[config.mk]
export PLATFORM = sky130hd
export DESIGN_NAME = lmw_load_mode_waveform_regs
export DESIGN_NICKNAME = d
export VERILOG_FILES = /design/src/lmw_float_clamp.v /design/src/lmw_decode_onehot.v /design/src/lmw_load_mode_waveform_regs.v
export VERILOG_INCLUDE_DIRS = /design/src
export SDC_FILE = /design/constraint.sdc
export NUM_CORES = 1
export LEC_CHECK = 0
export BUFFER_PORTS_ARGS = -buffer_cell sky130_fd_sc_hd__clkbuf_2
export CAP_MARGIN = 25
export CORE_ASPECT_RATIO = 0.8
export CORE_MARGIN = 2
export CORE_UTILIZATION = 50
export CTS_CLUSTER_DIAMETER = 60
export DETAILED_ROUTE_END_ITERATION = 8
export PLACE_DENSITY = 0.75
export SLEW_MARGIN = 20
export SYNTH_ARGS = -nofsm -noshare
export SYNTH_HDL_FRONTEND = slang
export SYNTH_HIERARCHICAL = 1
export SYNTH_SLANG_ARGS = --single-unit
[constraint.sdc]
create_clock -name sys_clk_i -period 2.65 [get_ports sys_clk_i]
set_input_delay 0.6625 -clock sys_clk_i [delete_from_list [all_inputs] [get_ports sys_clk_i]]
set_output_delay 0.6625 -clock sys_clk_i [all_outputs]
set_load 0.05 [all_outputs]
[src/lmw_regs.vh]
// Register offsets, function codes, value codes and reset values of the load mode bank.
`ifndef LMW_REGS_VH
`define LMW_REGS_VH
`define LMW_REGULATION_SELECT_WR 16'h6030
`define LMW_REGULATION_SELECT_RD 16'h6040
`define LMW_WAVEFORM_SELECT_WR   16'h7010
`define LMW_WAVEFORM_SELECT_RD   16'h7020
`define LMW_SINE_AMPLITUDE_WR    16'h7030
`define LMW_SINE_AMPLITUDE_RD    16'h7040
`define LMW_SINE_OFFSET_WR       16'h7050
`define LMW_SINE_OFFSET_RD       16'h7060
`define LMW_SINE_PERIOD_WR       16'h7070
`define LMW_SINE_PERIOD_RD       16'h7080
`define LMW_SQUARE_LOW_WR        16'h7090
`define LMW_SQUARE_LOW_RD        16'h70A0
`define LMW_SQUARE_HIGH_WR       16'h70B0
`define LMW_SQUARE_HIGH_RD       16'h70C0
`define LMW_FC_READ_HOLDING      8'h03
`define LMW_FC_WRITE_SINGLE      8'h06
`define LMW_FC_WRITE_MULTIPLE    8'h10
`define LMW_EXC_NONE             8'h00
`define LMW_EXC_FUNCTION         8'h01
`define LMW_EXC_ADDRESS          8'h02
`define LMW_EXC_VALUE            8'h03
`define LMW_COUNT_INTEGER        16'h0001
`define LMW_COUNT_FLOAT          16'h0002
`define LMW_MODE_FIRST           16'h0001
`define LMW_MODE_COUNT           6
`define LMW_WAVE_FIRST           16'h0000
`define LMW_WAVE_COUNT           4
`define LMW_WAVE_SINE_BIT        0
`define LMW_WAVE_SQUARE_BIT      1
`define LMW_SOURCE_FUNC_GEN      16'h0001
`define LMW_PERIOD_MIN_MS        32'h40000000
`define LMW_PERIOD_MAX_MS        32'h477DE800
`define LMW_LEVEL_MIN            32'h00000000
`define LMW_LEVEL_MAX            32'h7F7FFFFF
`define LMW_RST_REGULATION       16'h0001
`define LMW_RST_WAVEFORM         16'h0000
`define LMW_RST_LEVEL            32'h00000000
`define LMW_RST_PERIOD           32'h40000000
`endif

[src/lmw_float_clamp.v]
// Clamps a single-precision value into a closed range; negative values go to the low end.
`timescale 1ns/10ps
module lmw_float_clamp #(
   parameter [31:0] LO = 32'h00000000,
   parameter [31:0] HI = 32'h7F7FFFFF
) (
   input  wire [31:0] value_i,
   output reg  [31:0] value_o,
   output reg         clamped_o
);
   // Positive floats order like unsigned integers, so plain compares suffice.
   always @* begin
      value_o   = value_i;
      clamped_o = 1'b0;
      if (value_i[31] || (value_i < LO)) begin
         value_o   = LO;
         clamped_o = 1'b1;
      end else if (value_i > HI) begin
         value_o   = HI;
         clamped_o = 1'b1;
      end
   end
endmodule // lmw_float_clamp

[src/lmw_decode_onehot.v]
// Decodes a 16-bit selector code into a one-hot vector with a validity flag.
`timescale 1ns/10ps
module lmw_decode_onehot #(
   parameter        WIDTH = 4,
   parameter [15:0] BASE  = 16'h0000
) (
   input  wire [15:0]      code_i,
   output wire [WIDTH-1:0] onehot_o,
   output wire             valid_o
);
   genvar g;
   generate
      for (g = 0; g < WIDTH; g = g + 1) begin : g_bit
         localparam [31:0] CODE = BASE + g;
         assign onehot_o[g] = ({16'h0000, code_i} == CODE);
      end
   endgenerate
   assign valid_o = |onehot_o;
endmodule // lmw_decode_onehot

[src/lmw_load_mode_waveform_regs.v]
// Regulation mode, waveform selector and waveform parameter register bank.
`timescale 1ns/10ps
`include "lmw_regs.vh"
module lmw_load_mode_waveform_regs #(
   parameter [31:0] LEVEL_MAX = `LMW_LEVEL_MAX
) (
   input  wire        sys_clk_i,
   input  wire        rst_b_i,
   input  wire        ce_i,
   input  wire        req_valid_i,
   input  wire [7:0]  req_func_i,
   input  wire [15:0] req_addr_i,
   input  wire [15:0] req_count_i,
   input  wire [31:0] req_data_i,
   output reg         req_ready_o,
   output reg         rsp_valid_o,
   output reg  [15:0] rsp_word_o,
   output reg         rsp_last_o,
   output reg  [7:0]  rsp_exc_o,
   input  wire [15:0] set_point_source_i,
   output reg  [15:0] regulation_select_o,
   output reg  [5:0]  mode_onehot_o,
   output reg  [3:0]  waveform_onehot_o,
   output reg         fg_drives_setpoint_o,
   output reg         sine_active_o,
   output reg         square_active_o,
   output reg  [31:0] sine_amplitude_o,
   output reg  [31:0] sine_offset_o,
   output reg  [31:0] sine_period_o,
   output reg  [31:0] square_low_level_o,
   output reg  [31:0] square_high_level_o
);
   localparam ST_IDLE = 1'b0;
   localparam ST_LOW  = 1'b1;

   reg         state;
   reg  [15:0] regulation_select;
   reg  [15:0] waveform_select;
   reg  [31:0] sine_amplitude;
   reg  [31:0] sine_offset;
   reg  [31:0] sine_period;
   reg  [31:0] square_low_level;
   reg  [31:0] square_high_level;
   reg  [15:0] low_word;

   reg         next_state;
   reg         next_ready;
   reg         next_rsp_valid;
   reg  [15:0] next_rsp_word;
   reg         next_rsp_last;
   reg  [7:0]  next_rsp_exc;
   reg  [15:0] next_low_word;
   reg  [2:0]  wr_sel;
   reg         wr_single;
   reg         wr_float;
   reg  [31:0] rd_value;
   reg         rd_float;
   reg         rd_hit;

   wire        take;
   wire [31:0] level_value;
   wire [31:0] period_value;
   wire [5:0]  mode_dec;
   wire        mode_ok;
   wire [3:0]  wave_dec;
   wire        wave_ok;
   wire [3:0]  wave_live;
   wire        fg_source;

   assign take = ce_i && req_valid_i && req_ready_o && (state == ST_IDLE);

   // Negative levels are raised to zero, large ones limited to the maximum.
   lmw_float_clamp #(
      .LO (`LMW_LEVEL_MIN),
      .HI (LEVEL_MAX)
   ) u_level_clamp (
      .value_i   (req_data_i),
      .value_o   (level_value),
      .clamped_o ()
   );

   lmw_float_clamp #(
      .LO (`LMW_PERIOD_MIN_MS),
      .HI (`LMW_PERIOD_MAX_MS)
   ) u_period_clamp (
      .value_i   (req_data_i),
      .value_o   (period_value),
      .clamped_o ()
   );

   lmw_decode_onehot #(
      .WIDTH (`LMW_MODE_COUNT),
      .BASE  (`LMW_MODE_FIRST)
   ) u_mode_check (
      .code_i   (req_data_i[15:0]),
      .onehot_o (),
      .valid_o  (mode_ok)
   );

   lmw_decode_onehot #(
      .WIDTH (`LMW_MODE_COUNT),
      .BASE  (`LMW_MODE_FIRST)
   ) u_mode_dec (
      .code_i   (regulation_select),
      .onehot_o (mode_dec),
      .valid_o  ()
   );

   lmw_decode_onehot #(
      .WIDTH (`LMW_WAVE_COUNT),
      .BASE  (`LMW_WAVE_FIRST)
   ) u_wave_check (
      .code_i   (req_data_i[15:0]),
      .onehot_o (),
      .valid_o  (wave_ok)
   );

   lmw_decode_onehot #(
      .WIDTH (`LMW_WAVE_COUNT),
      .BASE  (`LMW_WAVE_FIRST)
   ) u_wave_dec (
      .code_i   (waveform_select),
      .onehot_o (wave_dec),
      .valid_o  ()
   );

   assign fg_source = (set_point_source_i == `LMW_SOURCE_FUNC_GEN);
   assign wave_live = wave_dec & {4{fg_source}};

   // Maps a write address to a target; zero means no writable register there.
   always @* begin
      wr_sel    = 3'h0;
      wr_single = 1'b0;
      wr_float  = 1'b0;
      case (req_addr_i)
         `LMW_REGULATION_SELECT_WR: begin
            wr_sel    = 3'h1;
            wr_single = 1'b1;
         end
         `LMW_WAVEFORM_SELECT_WR: begin
            wr_sel    = 3'h2;
            wr_single = 1'b1;
         end
         `LMW_SINE_AMPLITUDE_WR: begin
            wr_sel   = 3'h3;
            wr_float = 1'b1;
         end
         `LMW_SINE_OFFSET_WR: begin
            wr_sel   = 3'h4;
            wr_float = 1'b1;
         end
         `LMW_SINE_PERIOD_WR: begin
            wr_sel   = 3'h5;
            wr_float = 1'b1;
         end
         `LMW_SQUARE_LOW_WR: begin
            wr_sel   = 3'h6;
            wr_float = 1'b1;
         end
         `LMW_SQUARE_HIGH_WR: begin
            wr_sel   = 3'h7;
            wr_float = 1'b1;
         end
         default: begin
            wr_sel = 3'h0;
         end
      endcase
   end

   // Query addresses return the stored value of the paired write address.
   always @* begin
      rd_value = 32'h00000000;
      rd_float = 1'b0;
      rd_hit   = 1'b1;
      case (req_addr_i)
         `LMW_REGULATION_SELECT_RD: rd_value = {16'h0000, regulation_select};
         `LMW_WAVEFORM_SELECT_RD:   rd_value = {16'h0000, waveform_select};
         `LMW_SINE_AMPLITUDE_RD: begin
            rd_value = sine_amplitude;
            rd_float = 1'b1;
         end
         `LMW_SINE_OFFSET_RD: begin
            rd_value = sine_offset;
            rd_float = 1'b1;
         end
         `LMW_SINE_PERIOD_RD: begin
            rd_value = sine_period;
            rd_float = 1'b1;
         end
         `LMW_SQUARE_LOW_RD: begin
            rd_value = square_low_level;
            rd_float = 1'b1;
         end
         `LMW_SQUARE_HIGH_RD: begin
            rd_value = square_high_level;
            rd_float = 1'b1;
         end
         default: rd_hit = 1'b0;
      endcase
   end

   // Request decode and answer sequencing.
   always @* begin
      next_state     = state;
      next_ready     = req_ready_o;
      next_rsp_valid = 1'b0;
      next_rsp_word  = rsp_word_o;
      next_rsp_last  = rsp_last_o;
      next_rsp_exc   = rsp_exc_o;
      next_low_word  = low_word;
      case (state)
         ST_IDLE: begin
            next_ready = 1'b1;
            if (take) begin
               next_rsp_valid = 1'b1;
               next_rsp_last  = 1'b1;
               next_rsp_exc   = `LMW_EXC_NONE;
               next_rsp_word  = 16'h0000;
               case (req_func_i)
                  `LMW_FC_WRITE_SINGLE: begin
                     if (!wr_single) begin
                        next_rsp_exc = `LMW_EXC_ADDRESS;
                     end else if ((wr_sel == 3'h1) ? !mode_ok : !wave_ok) begin
                        next_rsp_exc = `LMW_EXC_VALUE;
                     end else begin
                        next_rsp_word = req_data_i[15:0];
                     end
                  end
                  `LMW_FC_WRITE_MULTIPLE: begin
                     if (!wr_float) begin
                        next_rsp_exc = `LMW_EXC_ADDRESS;
                     end else if (req_count_i != `LMW_COUNT_FLOAT) begin
                        next_rsp_exc = `LMW_EXC_VALUE;
                     end else begin
                        next_rsp_word = req_addr_i;
                     end
                  end
                  `LMW_FC_READ_HOLDING: begin
                     if (!rd_hit) begin
                        next_rsp_exc = `LMW_EXC_ADDRESS;
                     end else if (rd_float) begin
                        if (req_count_i != `LMW_COUNT_FLOAT) begin
                           next_rsp_exc = `LMW_EXC_VALUE;
                        end else begin
                           next_rsp_word = rd_value[31:16];
                           next_rsp_last = 1'b0;
                           next_low_word = rd_value[15:0];
                           next_ready    = 1'b0;
                           next_state    = ST_LOW;
                        end
                     end else if (req_count_i != `LMW_COUNT_INTEGER) begin
                        next_rsp_exc = `LMW_EXC_VALUE;
                     end else begin
                        next_rsp_word = rd_value[15:0];
                     end
                  end
                  default: next_rsp_exc = `LMW_EXC_FUNCTION;
               endcase
            end
         end
         ST_LOW: begin
            next_rsp_valid = 1'b1;
            next_rsp_word  = low_word;
            next_rsp_last  = 1'b1;
            next_rsp_exc   = `LMW_EXC_NONE;
            next_ready     = 1'b1;
            next_state     = ST_IDLE;
         end
         default: begin
            next_state = ST_IDLE;
            next_ready = 1'b0;
         end
      endcase
   end

   always @(posedge sys_clk_i or negedge rst_b_i) begin
      if (!rst_b_i) begin
         state       <= ST_IDLE;
         req_ready_o <= 1'b0;
         rsp_valid_o <= 1'b0;
         rsp_word_o  <= 16'h0000;
         rsp_last_o  <= 1'b0;
         rsp_exc_o   <= `LMW_EXC_NONE;
         low_word    <= 16'h0000;
      end else if (ce_i) begin
         state       <= next_state;
         req_ready_o <= next_ready;
         rsp_valid_o <= next_rsp_valid;
         rsp_word_o  <= next_rsp_word;
         rsp_last_o  <= next_rsp_last;
         rsp_exc_o   <= next_rsp_exc;
         low_word    <= next_low_word;
      end
   end

   // Stored parameters change only on an accepted, well-formed write.
   always @(posedge sys_clk_i or negedge rst_b_i) begin
      if (!rst_b_i) begin
         regulation_select <= `LMW_RST_REGULATION;
         waveform_select   <= `LMW_RST_WAVEFORM;
         sine_amplitude    <= `LMW_RST_LEVEL;
         sine_offset       <= `LMW_RST_LEVEL;
         sine_period       <= `LMW_RST_PERIOD;
         square_low_level  <= `LMW_RST_LEVEL;
         square_high_level <= `LMW_RST_LEVEL;
      end else if (take) begin
         if (req_func_i == `LMW_FC_WRITE_SINGLE) begin
            if ((wr_sel == 3'h1) && mode_ok) begin
               regulation_select <= req_data_i[15:0];
            end
            if ((wr_sel == 3'h2) && wave_ok) begin
               waveform_select <= req_data_i[15:0];
            end
         end
         if ((req_func_i == `LMW_FC_WRITE_MULTIPLE) && (req_count_i == `LMW_COUNT_FLOAT)) begin
            case (wr_sel)
               3'h3:    sine_amplitude    <= level_value;
               3'h4:    sine_offset       <= level_value;
               3'h5:    sine_period       <= period_value;
               3'h6:    square_low_level  <= level_value;
               3'h7:    square_high_level <= level_value;
               default: sine_period       <= sine_period;
            endcase
         end
      end
   end

   // Decoded selections and gated parameters for the generator and regulator.
   always @(posedge sys_clk_i or negedge rst_b_i) begin
      if (!rst_b_i) begin
         regulation_select_o  <= `LMW_RST_REGULATION;
         mode_onehot_o        <= 6'h00;
         waveform_onehot_o    <= 4'h0;
         fg_drives_setpoint_o <= 1'b0;
         sine_active_o        <= 1'b0;
         square_active_o      <= 1'b0;
         sine_amplitude_o     <= 32'h00000000;
         sine_offset_o        <= 32'h00000000;
         sine_period_o        <= 32'h00000000;
         square_low_level_o   <= 32'h00000000;
         square_high_level_o  <= 32'h00000000;
      end else if (ce_i) begin
         regulation_select_o  <= regulation_select;
         mode_onehot_o        <= mode_dec;
         waveform_onehot_o    <= wave_dec;
         fg_drives_setpoint_o <= fg_source;
         sine_active_o        <= wave_live[`LMW_WAVE_SINE_BIT];
         square_active_o      <= wave_live[`LMW_WAVE_SQUARE_BIT];
         if (wave_live[`LMW_WAVE_SINE_BIT]) begin
            sine_amplitude_o <= sine_amplitude;
            sine_offset_o    <= sine_offset;
            sine_period_o    <= sine_period;
         end else begin
            sine_amplitude_o <= 32'h00000000;
            sine_offset_o    <= 32'h00000000;
            sine_period_o    <= 32'h00000000;
         end
         if (wave_live[`LMW_WAVE_SQUARE_BIT]) begin
            square_low_level_o  <= square_low_level;
            square_high_level_o <= square_high_level;
         end else begin
            square_low_level_o  <= 32'h00000000;
            square_high_level_o <= 32'h00000000;
         end
      end
   end
endmodule // lmw_load_mode_waveform_regs

Word level (Yosys, flattened, before mapping)
Index checks and enable logic that the tools add are counted.
{"block": "totals", "regBits": 425, "in_bits": 92, "output_inout_bits": 216, "elab_cells": 156}
{"block": "classes", "order_cmp": 4, "eq_ne": 44, "muxes": 53, "bitwise": 3, "n_reduce_logical": 27}
{"op": "$mux 32", "count": 9}
{"op": "$eq 16x15->1 const B", "count": 14}
{"op": "$pmux 32 s7", "count": 1}
{"op": "$mux 16", "count": 9}
{"op": "$eq 16x2->1 const B", "count": 7}
{"op": "$eq 16x3->1 const B", "count": 6}
{"op": "$eq 16x1->1 const B", "count": 4}
{"op": "$gt 32x31->1 const B", "count": 2}
{"op": "$pmux 16 s3", "count": 1}
{"op": "$logic_not 16->1", "count": 2}
{"op": "$lt 32x1->1 const B", "count": 1}
{"op": "$lt 32x31->1 const B", "count": 1}
{"op": "$pmux 16 s2", "count": 1}
{"op": "$mux 8", "count": 3}
{"op": "$pmux 8 s3", "count": 1}
{"op": "$pmux 3 s7", "count": 1}
{"op": "$reduce_and 3->1", "count": 7}
{"op": "$mux 1", "count": 17}
{"op": "$ne 16x1->1 const B", "count": 1}
{"op": "$ne 16x2->1 const B", "count": 1}
{"op": "$pmux 8 s2", "count": 1}
{"op": "$eq 3x3->1 const B", "count": 4}
{"op": "$mux 2", "count": 5}
{"op": "$reduce_or 5->1", "count": 2}
{"op": "18 further kinds", "count": 30}

Longest topological paths before layout
{"block": "logic_depth", "word_depth": 9, "mapped_depth": 10, "depth_no_buf": 9}

Cells and area by module
The synthesis kept the hierarchy.
{"module": "lmw_load_mode_waveform_regs", "instances": 1, "cells_each": 1314, "area_per_inst_um2": 17785.8}
{"module": "lmw_float_clamp (u_level_clamp)", "instances": 1, "cells_each": 71, "area_per_inst_um2": 616.8}
{"module": "lmw_float_clamp (u_period_clamp)", "instances": 1, "cells_each": 77, "area_per_inst_um2": 480.5}
{"module": "lmw_decode_onehot (u_mode_check ...)", "instances": 2, "cells_each": 21, "area_per_inst_um2": 153.9}
{"module": "lmw_decode_onehot (u_wave_check ...)", "instances": 2, "cells_each": 13, "area_per_inst_um2": 116.4}

Worst setup path after synthesis
No wires, ideal clock.
{"block": "synth_path", "path_type": "input to register", "startpoint": "in req_addr_i[3]", "endpoint": "reg square_high_level[10]", "arrival_time_ns": 3.185, "required_ns": 2.525, "path_slack_ns": -0.660, "stages": 8, "n_path_buf": 3, "cell_sequence": "or4_1 buf_4 or3_4 or4_1 buf_2 nor4_4 buf_6 mux2_2"}
{"block": "synth_between", "elab_chain_cells": 4, "word_cells_on_any_way": 10, "classes_between": "eq/ne (8); mux (1); reduce/logical (1)"}
{"item": "from (decl)", "line": "lmw_load_mode_waveform_regs.v:12", "source": "input wire [15:0] req_addr_i,"}
{"item": "$eq 16x15->1", "line": "lmw_load_mode_waveform_regs.v:135", "source": "case (req_addr_i)"}
{"item": "$pmux 3 s7 (*)", "line": "lmw_load_mode_waveform_regs.v:135"}
{"item": "$eq 3x3->1 (*)", "line": "lmw_load_mode_waveform_regs.v:316", "source": "case (wr_sel)"}
{"item": "$reduce_and 3->1 (no source line) (*)"}
{"item": "to (signal assigned)", "line": "lmw_load_mode_waveform_regs.v:305", "source": "square_high_level <= `LMW_RST_LEVEL;"}
{"item": "to (signal assigned)", "line": "lmw_load_mode_waveform_regs.v:321", "source": "3'h7: square_high_level <= level_value;"}
{"item": "to (decl)", "line": "lmw_load_mode_waveform_regs.v:43", "source": "reg [31:0] square_high_level;"}
Every way passes the cells marked *; elsewhere a longest branch is shown, timed or not.
A chain may end at the register's enable or synchronous reset.

Worst setup path in the final report
{"block": "layout_path", "startpoint": "in req_addr_i[11]", "endpoint": "reg square_high_level[24]"}
The elaborated chain is that of the path after synthesis.

==> flow_summary_export.csv <==
group,metric,value,unit
status,status,"finished, violations left",
status,violations,"negative setup slack",
global_route,grt_max_degree,178,
clocking,h-tree-depth,2,
place,port_buffers,301,
final_layout,final_cell_mix,"dfrtp_1 (416), clkbuf_2 (300), mux2_2 (224)",
sta,rsz0062_at_grt,"yes",
power,cellLeakagePower,12.2,nW
yosys,syn_avg_cell_area,12.8,sq um
setup_path,end_kind,"register",
route,wl_per_cell,27.0,microns
sta,finalHoldViolCount,0,
global_route,grt_pass1_wl,94700,microns
floorplanning,rows,64,
clocking,clk_pin_slew,0.06,ns
sta,finalMaxSlewViolations,0,
hold_path,hold_path_class,"input pin to async pin",
global_route,grt_overflow,0,
route,via_count,15322,
global_route,grt_pass1_vias,14893,
final_layout,final_common_cell,"dfrtp_1",
place,gp_congestion,0.965,
yosys,yosysWarnings,6,
route,drt-pass1-iter-count,5,
power,pwr_density_cell,561,nW/um^2
floorplanning,io_pins,308,
setup_path,startpoint_type,"input pin",
setup_path,critPathKind,"input pin to register",
sta,finClkSkew,0.0176,ns
final_layout,nets,1982,
clocking,clock_path_buffers,3,
sta,timing.fmax,372,MHz
floorplanning,core_area,38000,sq um
floorplanning,dieWidth,223,microns
sta,tightest_slew,0.880,ns
route,ant_nets,0,
final_layout,antenna_cells,0,
sta,setup_viol,43,
route,wirelength,65400,microns
final_layout,stdcell_count,2421,
power,vdd_drop_max,0.000465,V
route,drc,0,
place,post-dp-hpwl,46500,microns
clocking,clockRootBuffer,"clkbuf_16",
sta,slew_headroom,41.4,%
route,via_per_inst,6.33,
place,place_inst,2322,
sta,finalCritPeriodShare,101,%
sta,layout_setup_ws,-0.0373,ns
clocking,cts_buffers,44,
route,drt_iter0_markers,1738,
final_layout,drive_gt1_share,45.0,%
final_layout,synthToLayoutAreaGrowth,25.6,%
setup_path,critPathArrivalTime,3.14,ns
global_route,grt_usage,31.6,%
run,drv_cap,0,
clocking,holdBufCountCts,0,
clocking,cts.sinks,419,
yosys,syn_inst,1492,
clocking,cts_tree,"built",
clocking,clkLatencyLatePin,0.56,ns
setup_path,required,3.10,ns
global_route,grt_antenna_before_repair,1,
setup_path,crit_fanout,6,
final_layout,fillers,2858,
floorplanning,dieHeight,179,microns
power,p_total,13.5,mW
yosys,synth.cell_area,19200,sq um
sta,min_period,2.69,ns
floorplanning,start_util,50.4,%
floorplanning,die-area,39900,sq um
-- power breakdown --
part           total, mW  switching, mW  internal (mW)
Sequential          6.47         0.0355           6.43
Combinational      0.948          0.677          0.271
Clock               6.09           2.62           3.47
Total               13.5           3.33           10.2
-- layer usage --
layer  part of all wire [%]  track usage, %  vias up
li1                       -               -     6449
met1                     43            45.9     7875
met2                     44            46.5      853
met3                     10            8.65      145
met4                    2.7            9.09        0
met5                      0               0        -
-- path summary, 6_finish.rpt --
| kind | start | endpoint | slack [ns] | cells past startpoint |
|---|---|---|---|---|
| min reg2reg | sine_active_o | sine_active_o | 0.48 | 1 |
| max reg2reg | waveform_select[15] | square_high_level_o[29] | 0.17 | 5 |
| max in group asynchronous | rst_b_i | square_low_level_o[28] | 1.76 | 2 |
| min | rst_b_i | square_low_level_o[20] | 0.06 | 1 |
| max | req_addr_i[11] | square_high_level[24] | -0.04 | 8 |
| min in group sys_clk_i | sine_active_o | sine_active_o | 0.48 | 1 |
-- sequential cells by signal (all words and copies together) (netlist names), 32 cells and up --
signal and count:
sine_offset 32, square_low_level_o 32, square_high_level_o 32, square_low_level 32
sine_amplitude 32, sine_amplitude_o 32, sine_period 32, sine_offset_o 32
sine_period_o 32, square_high_level 32
-- worst max-delay path, cell delays in order --
cell and delay, ns:
clkbuf_2 0.08, or4bb_4 0.57, or3_4 0.41, or4_4 0.49
nor4_4 0.19, buf_4 0.21, clkbuf_16 0.17, mux2_2 0.34
-- layout make-up --
class	instances	area, sq um	area share (%)
clock buffers	66	1280	5.34
clock inverters	16	130	0.541
inverters	31	119	0.494
multi-input cells	923	8170	33.9
flip-flops and latches	419	10500	43.6
well taps	495	619	2.57
repair buffers	471	3260	13.6
-- metrics by stage --
stage | cell area, sq um | hold slack (ns) | setup slack [ns] | setup TNS (ns) | util, %
floorplan | 19400 | 0.367 | -0.557 | -92.66 | -
global placement | 22300 | 0.462 | -0.568 | -115.57 | 58.7
detailed placement | 22300 | 0.467 | -0.591 | -120.39 | 58.7
CTS | 23800 | 0.0699 | 0.00381 | 0 | 62.5
global route | 24100 | 0.0951 | -0.0697 | -2.30 | 63.3
finish | 24100 | 0.0649 | -0.0373 | -0.803 | 63.3
-- timing repair --
| item | CTS | global route |
|---|---|---|
| pin swaps | 0 | 3 |
| gates resized for setup | 4 | 25 |
| setup endpoints to repair | 56 | 137 |
| gates cloned | 1 | 8 |
| hold endpoints to repair | 0 | 0 |
| buffers inserted | 0 | 8 |
No activity file was read; power rests on OpenSTA's default activity.
